===== config.mk =====
export PLATFORM = sky130hd
export DESIGN_NAME = pps_pin_mux
export DESIGN_NICKNAME = d
export VERILOG_FILES = /design/src/rtl/pps_pkg.sv /design/src/rtl/pps_cfg_if.sv /design/src/rtl/pps_pin_mux.sv /design/src/rtl/pps_cfg_store.sv
export SDC_FILE = /design/constraint.sdc
export NUM_CORES = 1
export LEC_CHECK = 0
export ABC_AREA = 1
export BUFFER_PORTS_ARGS = -buffer_cell sky130_fd_sc_hd__buf_4
export CAP_MARGIN = 20
export CORE_AREA = 2 2 295 297
export CTS_BUF_LIST = sky130_fd_sc_hd__clkbuf_8 sky130_fd_sc_hd__clkbuf_16
export DETAILED_ROUTE_END_ITERATION = 7
export DIE_AREA = 0 0 297 299
export PLACE_DENSITY = 0.55
export SLEW_MARGIN = 20
export SYNTH_ARGS = -nofsm -noshare
export SYNTH_HDL_FRONTEND = slang
export SYNTH_SLANG_ARGS = --single-unit
export TNS_END_PERCENT = 1

===== constraint.sdc =====
create_clock -name CLK_SYS_IN -period 1.2 [get_ports CLK_SYS_IN]
set_input_delay 0.24 -clock CLK_SYS_IN [delete_from_list [all_inputs] [get_ports CLK_SYS_IN]]
set_output_delay 0.24 -clock CLK_SYS_IN [all_outputs]
set_load 0.01 [all_outputs]

===== src/rtl/pps_pkg.sv =====
// Purpose: Shared constants for the port pin function selector
// Assumes: Ten ports of eight pins each
// Notes:   Selection codes are two bits per pin
package pps_pkg;
    // ==========================================================
    // Geometry
    localparam int NUM_PORTS     = 10;
    localparam int PINS_PER_PORT = 8;
    localparam int NUM_PINS      = NUM_PORTS * PINS_PER_PORT;
    localparam int PORT_IDX_W    = 4;
    localparam int SEL_W         = 2;

    // ==========================================================
    // Per-pin function selection codes
    localparam logic [SEL_W-1:0] SEL_INPUT    = 2'h0;
    localparam logic [SEL_W-1:0] SEL_ALT_OUT1 = 2'h1;
    localparam logic [SEL_W-1:0] SEL_ALT_OUT2 = 2'h2;
    localparam logic [SEL_W-1:0] SEL_ALT_OUT3 = 2'h3;

    // ==========================================================
    // Reset values
    localparam logic RST_SEL_BIT    = 1'h0;
    localparam logic RST_ALT_EN     = 1'h0;
    localparam logic RST_INV        = 1'h0;
    localparam logic RST_PIN_LEVEL  = 1'h0;
    localparam logic STROBE_IDLE    = 1'h1;
    localparam logic RST_LATCH_OUT  = 1'h0;
    localparam logic RST_CFG_SEEN   = 1'h0;
endpackage


===== src/rtl/pps_cfg_if.sv =====
// Purpose: Per-pin configuration bundle between store and multiplexer
// Assumes: Store drives, multiplexer only reads
// Notes:   Packed arrays indexed by flat pin number port*8+bit
`timescale 1ns/10ps
interface pps_cfg_if #(
    parameter int N = 80
);
    logic [N-1:0][1:0] sel;
    logic [N-1:0]      alt_in_en;
    logic [N-1:0]      inv;

    modport store (output sel, output alt_in_en, output inv);
    modport mux   (input sel, input alt_in_en, input inv);
endinterface


===== src/rtl/pps_pin_mux.sv =====
// Purpose: Pin function multiplexer for ten eight-bit general ports
// Assumes: Pad inputs already synchronous to CLK_SYS_IN
// Notes:   All outputs registered, so pad changes appear one clock later
`timescale 1ns/10ps
module pps_pin_mux
    import pps_pkg::*;
#(
    parameter int NUM_PORTS_P = NUM_PORTS
) (
    input  wire logic                                        CLK_SYS_IN,
    input  wire logic                                        RST_B_IN,
    input  wire logic [NUM_PORTS_P*PINS_PER_PORT-1:0]        PIN_IN,
    output logic      [NUM_PORTS_P*PINS_PER_PORT-1:0]        PIN_OUT,
    output logic      [NUM_PORTS_P*PINS_PER_PORT-1:0]        PIN_OE_OUT,
    input  wire logic                                        CFG_WE_IN,
    input  wire logic [PORT_IDX_W-1:0]                       CFG_PORT_IN,
    input  wire logic [PINS_PER_PORT*SEL_W-1:0]              CFG_SEL_IN,
    input  wire logic [PINS_PER_PORT-1:0]                    CFG_ALT_IN_EN_IN,
    input  wire logic [PINS_PER_PORT-1:0]                    CFG_INV_IN,
    input  wire logic [NUM_PORTS_P*PINS_PER_PORT-1:0]        ALT_OUT1_IN,
    input  wire logic [NUM_PORTS_P*PINS_PER_PORT-1:0]        ALT_OUT2_IN,
    input  wire logic [NUM_PORTS_P*PINS_PER_PORT-1:0]        ALT_OUT3_IN,
    output logic      [NUM_PORTS_P*PINS_PER_PORT-1:0]        GPIO_RD_OUT,
    output logic      [NUM_PORTS_P*PINS_PER_PORT-1:0]        DFLT_IN_OUT,
    output logic      [NUM_PORTS_P*PINS_PER_PORT-1:0]        ALT_IN_OUT,
    input  wire logic                                        BYTE_SEL_MODE_IN,
    input  wire logic                                        EXT_BUS_LOW_WRITE_STROBE_B_IN,
    input  wire logic                                        EXT_BUS_HIGH_WRITE_STROBE_B_IN,
    input  wire logic                                        EXT_BUS_LOW_BYTE_SELECT_B_IN,
    input  wire logic                                        EXT_BUS_HIGH_BYTE_SELECT_B_IN,
    output logic                                             EXT_BUS_LOW_PIN_B_OUT,
    output logic                                             EXT_BUS_HIGH_PIN_B_OUT,
    input  wire logic                                        EXT_BUS_ADDRESS_LATCH_IN,
    input  wire logic                                        LATCH_POL_INV_IN,
    output logic                                             EXT_BUS_ADDRESS_LATCH_OUT
);
    localparam int NP = NUM_PORTS_P * PINS_PER_PORT;

    pps_cfg_if #(.N(NP)) cfg ();

    pps_cfg_store #(
        .NUM_PORTS_P (NUM_PORTS_P)
    ) u_store (
        .clk_in    (CLK_SYS_IN),
        .rst_b_in  (RST_B_IN),
        .we_in     (CFG_WE_IN),
        .port_in   (CFG_PORT_IN),
        .sel_in    (CFG_SEL_IN),
        .alt_en_in (CFG_ALT_IN_EN_IN),
        .inv_in    (CFG_INV_IN),
        .cfg       (cfg.store)
    );

    // ==========================================================
    // Per-pin routing
    logic [NP-1:0] pin_drv;
    logic [NP-1:0] pin_oe;
    logic [NP-1:0] dflt_route;
    logic [NP-1:0] alt_route;

    genvar gi;
    generate
        for (gi = 0; gi < NP; gi++) begin : g_pin
            logic in_pol;
            // Inversion applies to functional paths only; general input stays raw
            assign in_pol = PIN_IN[gi] ^ cfg.inv[gi];
            assign pin_oe[gi] = (cfg.sel[gi] != SEL_INPUT);
            assign pin_drv[gi] = cfg.inv[gi] ^
                ((cfg.sel[gi] == SEL_ALT_OUT1) ? ALT_OUT1_IN[gi] :
                 (cfg.sel[gi] == SEL_ALT_OUT2) ? ALT_OUT2_IN[gi] :
                 (cfg.sel[gi] == SEL_ALT_OUT3) ? ALT_OUT3_IN[gi] : RST_PIN_LEVEL);
            assign dflt_route[gi] = cfg.alt_in_en[gi] ? RST_PIN_LEVEL : in_pol;
            assign alt_route[gi]  = cfg.alt_in_en[gi] ? in_pol : RST_PIN_LEVEL;
        end
    endgenerate

    // ==========================================================
    // Pin side registers
    logic [NP-1:0] next_pin_out;
    logic [NP-1:0] next_pin_oe;
    logic [NP-1:0] next_gpio_rd;
    logic [NP-1:0] next_dflt_in;
    logic [NP-1:0] next_alt_in;

    always_comb begin
        // Undriven pins still show a defined low on PIN_OUT
        next_pin_out = pin_drv & pin_oe;
        next_pin_oe  = pin_oe;
        next_gpio_rd = PIN_IN;
        next_dflt_in = dflt_route;
        next_alt_in  = alt_route;
    end

    always_ff @(posedge CLK_SYS_IN or negedge RST_B_IN) begin
        if (!RST_B_IN) begin
            PIN_OUT     <= {NP{RST_PIN_LEVEL}};
            PIN_OE_OUT  <= {NP{RST_PIN_LEVEL}};
            GPIO_RD_OUT <= {NP{RST_PIN_LEVEL}};
            DFLT_IN_OUT <= {NP{RST_PIN_LEVEL}};
            ALT_IN_OUT  <= {NP{RST_PIN_LEVEL}};
        end else begin
            PIN_OUT     <= next_pin_out;
            PIN_OE_OUT  <= next_pin_oe;
            GPIO_RD_OUT <= next_gpio_rd;
            DFLT_IN_OUT <= next_dflt_in;
            ALT_IN_OUT  <= next_alt_in;
        end
    end

    // ==========================================================
    // External bus strobe pins
    logic next_low_pin;
    logic next_high_pin;
    logic next_latch;

    always_comb begin
        // Byte selects share the write strobe pads
        next_low_pin  = BYTE_SEL_MODE_IN ? EXT_BUS_LOW_BYTE_SELECT_B_IN
                                         : EXT_BUS_LOW_WRITE_STROBE_B_IN;
        next_high_pin = BYTE_SEL_MODE_IN ? EXT_BUS_HIGH_BYTE_SELECT_B_IN
                                         : EXT_BUS_HIGH_WRITE_STROBE_B_IN;
        next_latch    = EXT_BUS_ADDRESS_LATCH_IN ^ LATCH_POL_INV_IN;
    end

    always_ff @(posedge CLK_SYS_IN or negedge RST_B_IN) begin
        if (!RST_B_IN) begin
            EXT_BUS_LOW_PIN_B_OUT     <= STROBE_IDLE;
            EXT_BUS_HIGH_PIN_B_OUT    <= STROBE_IDLE;
            EXT_BUS_ADDRESS_LATCH_OUT <= RST_LATCH_OUT;
        end else begin
            EXT_BUS_LOW_PIN_B_OUT     <= next_low_pin;
            EXT_BUS_HIGH_PIN_B_OUT    <= next_high_pin;
            EXT_BUS_ADDRESS_LATCH_OUT <= next_latch;
        end
    end

    // ==========================================================
    // Checks
    logic cfg_touched;
    logic next_cfg_touched;

    always_comb begin
        next_cfg_touched = cfg_touched | CFG_WE_IN;
    end

    always_ff @(posedge CLK_SYS_IN or negedge RST_B_IN) begin
        if (!RST_B_IN) begin
            cfg_touched <= RST_CFG_SEEN;
        end else begin
            cfg_touched <= next_cfg_touched;
        end
    end
endmodule


===== src/rtl/pps_cfg_store.sv =====
// Purpose: Holds the function selection of every port pin
// Assumes: One port of eight pins is written per strobe
// Notes:   Writes to a port index past the last port are dropped
`timescale 1ns/10ps
module pps_cfg_store
    import pps_pkg::*;
#(
    parameter int NUM_PORTS_P = NUM_PORTS
) (
    input  wire logic                            clk_in,
    input  wire logic                            rst_b_in,
    input  wire logic                            we_in,
    input  wire logic [PORT_IDX_W-1:0]           port_in,
    input  wire logic [PINS_PER_PORT*SEL_W-1:0]  sel_in,
    input  wire logic [PINS_PER_PORT-1:0]        alt_en_in,
    input  wire logic [PINS_PER_PORT-1:0]        inv_in,
    pps_cfg_if.store                             cfg
);
    localparam int NP = NUM_PORTS_P * PINS_PER_PORT;

    logic [NP-1:0][SEL_W-1:0] sel;
    logic [NP-1:0][SEL_W-1:0] next_sel;
    logic [NP-1:0]            alt_en;
    logic [NP-1:0]            next_alt_en;
    logic [NP-1:0]            inv;
    logic [NP-1:0]            next_inv;

    // ==========================================================
    // Write decode
    always_comb begin
        next_sel    = sel;
        next_alt_en = alt_en;
        next_inv    = inv;
        if (we_in && (port_in < PORT_IDX_W'(NUM_PORTS_P))) begin
            for (int b = 0; b < PINS_PER_PORT; b++) begin
                next_sel[int'(port_in) * PINS_PER_PORT + b]    = sel_in[b*SEL_W +: SEL_W];
                next_alt_en[int'(port_in) * PINS_PER_PORT + b] = alt_en_in[b];
                next_inv[int'(port_in) * PINS_PER_PORT + b]    = inv_in[b];
            end
        end
    end

    // Every pin comes out of reset as a plain input
    always_ff @(posedge clk_in or negedge rst_b_in) begin
        if (!rst_b_in) begin
            sel    <= {NP*SEL_W{RST_SEL_BIT}};
            alt_en <= {NP{RST_ALT_EN}};
            inv    <= {NP{RST_INV}};
        end else begin
            sel    <= next_sel;
            alt_en <= next_alt_en;
            inv    <= next_inv;
        end
    end

    assign cfg.sel       = sel;
    assign cfg.alt_in_en = alt_en;
    assign cfg.inv       = inv;
endmodule


==> flow_summary.yaml <==
route:
  ant_nets: 0
  viasPerCell: 4.57
  drtPass1Iterations: 5
  post-route-drc-count: 0
  wl_mm: 105
  drtIter0Drc: 1646
  detail_route.wl_per_cell_um: 20.4
  vias: 23623
sta:
  setup_violations: 404
  setup_tns_ns: -66.20
  finalCritPeriodShare: 1.24
  max_freq_mhz: 674
  worst_pin_slew_ns: 0.627
  fin_skew_ns: 0.0146
  min_period_ns: 1.48
  slew_headroom: 0.582
  drv_slew: 0
  hold_slack_ns: 0.0469
  finalHoldViolations: 0
  rsz0062_at_grt: "yes"
  finalWorstSetupSlack_ns: -0.284
floorplanning:
  die-area_um2: 88800
  coreArea_um2: 85900
  initial_core_util: 0.317
  io_pins: 769
  die_h_um: 299
  rows: 108
  dieWidth_um: 297
grt:
  overflow: 0
  antenna_found_initial: 10
  grt_pass1_vias: 24144
  grt_usage: 0.236
  grt_pass1_wl_mm: 155
  grt_max_degree: 105
yosys:
  ys_ff_latch: 723
  syn_inst: 2787
  synth_nets: 3153
  ys_warn_count: 0
  seq_area_frac_synth: 0.665
  netlist_area_um2: 27200
  postSynthAreaPerCell_um2: 9.76
  synth_cell_type_count: 19
setup_path:
  worst_path_dominant_cell_family: "flip-flops"
  worstSetupPathDepth: 1
  worstPathArrival_ns: 1.24
  critPathMaxFanout: 1
  reg2reg_slack_ns: 0.09
  rr_startpoint: "u_store.cfg.sel[61]$_DFFE_PN0P_"
  start_kind: "flip-flop"
  critPathKind: "flip-flop to output port"
  worst_setup_path_end_kind: "output port"
  r2r-end: "PIN_OUT[30]$_DFF_PN0_"
  cpMaxStageDelayCell: "dfstp_2"
  cp_num_buf_inv: 1
  critical_path.cell_chain: "buf_6"
  critical_path_required_ns: 0.96
  reg2reg_depth: 6
  slowest_delay_ns: 0.53
clock_tree:
  clock_latency_ns: 0.63
  tritoncts: "built"
  cts.sinks: 723
  cts_buffer_depth: 3
  cts_made_buffers: 82
  postCtsSetupBuffers: 0
  cts_max_level: 3
  cts_root_buffer: "clkbuf_16"
  cts.clk_slew.worst_paths_ns: 0.06
flow_run:
  maxCapViolCount: 0
finish:
  syn_to_final_growth_pct: 55.8
  fillers: 7881
  seqCellArea_um2: 18100
  drive_gt1_frac: 0.248
  final_cells: 5172
  fin_nets: 4320
  multi_input_area_um2: 7760
  utilization: 0.493
  stdcell_area_um2: 42400
placement:
  hpwl_mm: 77.8
  dpl_cell_area_um2: 35100
  dp.cells: 4719
  dp_slack_ns: -0.315
  io_buffers: 768
  gp_congestion: 0.886
power_and_ir_drop:
  power_density_nw_per_um2: 1840
  ir_drop_uv: 1140
  p_leak_nw: 21.0
  finalPower_mw: 78.0
worst_hold_path:
  whs_path_depth: 6
  holdPathEnd: "PIN_OUT[14]$_DFF_PN0_"
  min_path_type: "input port to flip-flop"
  hp-start: "ALT_OUT2_IN[14]"
run_status:
  status: "complete, but fails checks"
  violations: "negative setup slack"
[cells in the mapped netlist]
| library cell | instances | share of area |
|---|---|---|
| buf_4 | 21 | 0.0058 |
| o21ai_1 | 5 | 0.00092 |
| nor2_1 | 325 | 0.045 |
| o21ai_0 | 251 | 0.046 |
| mux2_2 | 2 | 0.00083 |
| nand3_2 | 4 | 0.0015 |
| nor3_4 | 1 | 0.00060 |
| dfstp_2 | 2 | 0.0019 |
| nand2_2 | 2 | 0.00046 |
| xor2_1 | 1 | 0.00032 |
| xnor2_1 | 80 | 0.026 |
| nand3_1 | 384 | 0.071 |
| clkbuf_1 | 42 | 0.0058 |
| inv_1 | 273 | 0.038 |
| nor3_2 | 1 | 0.00037 |
| nand2_1 | 662 | 0.091 |
| inv_2 | 2 | 0.00028 |
| buf_2 | 8 | 0.0015 |
| dfrtp_1 | 721 | 0.66 |
[worst max path at each step]
stage                                                       end  slack, ns                              from
after floorplan                 u_store.cfg.sel[64]$_DFFE_PN0P_     -0.002                         CFG_WE_IN
after global placement    u_store.cfg.alt_in_en[42]$_DFFE_PN0P_      -0.28                         CFG_WE_IN
after detailed placement        u_store.cfg.sel[32]$_DFFE_PN0P_      -0.31                         CFG_WE_IN
after CTS                                 EXT_BUS_LOW_PIN_B_OUT      -0.34   EXT_BUS_LOW_PIN_B_OUT$_DFF_PN1_
after global routing                     EXT_BUS_HIGH_PIN_B_OUT      -0.33  EXT_BUS_HIGH_PIN_B_OUT$_DFF_PN1_
final                                     EXT_BUS_LOW_PIN_B_OUT      -0.28   EXT_BUS_LOW_PIN_B_OUT$_DFF_PN1_
[what timing repair did]
item / 4_1_cts / 5_1_grt
hold endpoints to repair: 1182 / 0
endpoints found under the setup margin: 403 / 403
gates resized for setup: 406 / 0
hold buffers: 306 / 0
[registers in the layout, summed over array words and instances (netlist names)]
signal and cells:
EXT_BUS_LOW_PIN_B_OUT 1, DFLT_IN_OUT 80, ALT_IN_OUT 80, EXT_BUS_ADDRESS_LATCH_OUT 1, PIN_OUT 80, u_store.cfg.inv 80, PIN_OE_OUT 80, u_store.cfg.sel 160
GPIO_RD_OUT 80, u_store.cfg.alt_in_en 80, EXT_BUS_HIGH_PIN_B_OUT 1
[worst min-delay path: cells and delay by family]
kind,cells,cell delay (ns)
and+or+nand+nor,5,0.29
buffers and inverters,1,0.10
[placed cells by master, fill, tap and decap left out, drive strengths merged]
cell type	n
buf	848
bufinv	2
clkbuf	105
clkinv	13
clkinvlp	2
dfrtp	721
dfstp	2
diode	5
dlygate4sd3	306
inv	295
mux2	2
nand2	664
nand3	388
nor2	325
nor3	2
o21ai	256
xnor2	80
xor2	1
[where the power goes]
group | leakage, nW | internal, mW | total, mW | switching (mW)
Clock | 1.39 | 14.6 | 24.7 | 10.2
Combinational | 10.6 | 9.95 | 19.4 | 9.42
Sequential | 8.95 | 29.6 | 33.9 | 4.29
[routing by layer]
layer	GRT usage	routed length (µm)	up-vias
met5	0	50	-
met4	0.0921	3790	8
met3	0.0663	8610	188
met2	0.392	51200	883
met1	0.292	41900	11403
li1	-	-	11141
[kinds of logic (layout without fill, tap and decap cells)]
group | after synthesis | in the layout | share of synthesized area
multiplexers | 2 | 2 | 0.000828
buffers and inverters | 346 | 1571 | 0.0510
AND/OR/NAND/NOR | 1379 | 1379 | 0.210
other | 0 | 5 | 0
AO/OA/AOI/OAI | 256 | 256 | 0.0471
XOR/XNOR | 81 | 81 | 0.0261
flip-flops | 723 | 723 | 0.665
[final cells by class]
| class | count | area share |
|---|---|---|
| clock buffer | 105 | 0.0572 |
| sequential | 723 | 0.427 |
| timing repair buffer | 1154 | 0.268 |
| clock inverter | 37 | 0.00532 |
| inverter | 275 | 0.0244 |
| antenna | 5 | 0.000295 |
| tap | 1155 | 0.0341 |
| multi-input combinational | 1718 | 0.183 |
Note: power is estimated with default switching activity, not from simulation.
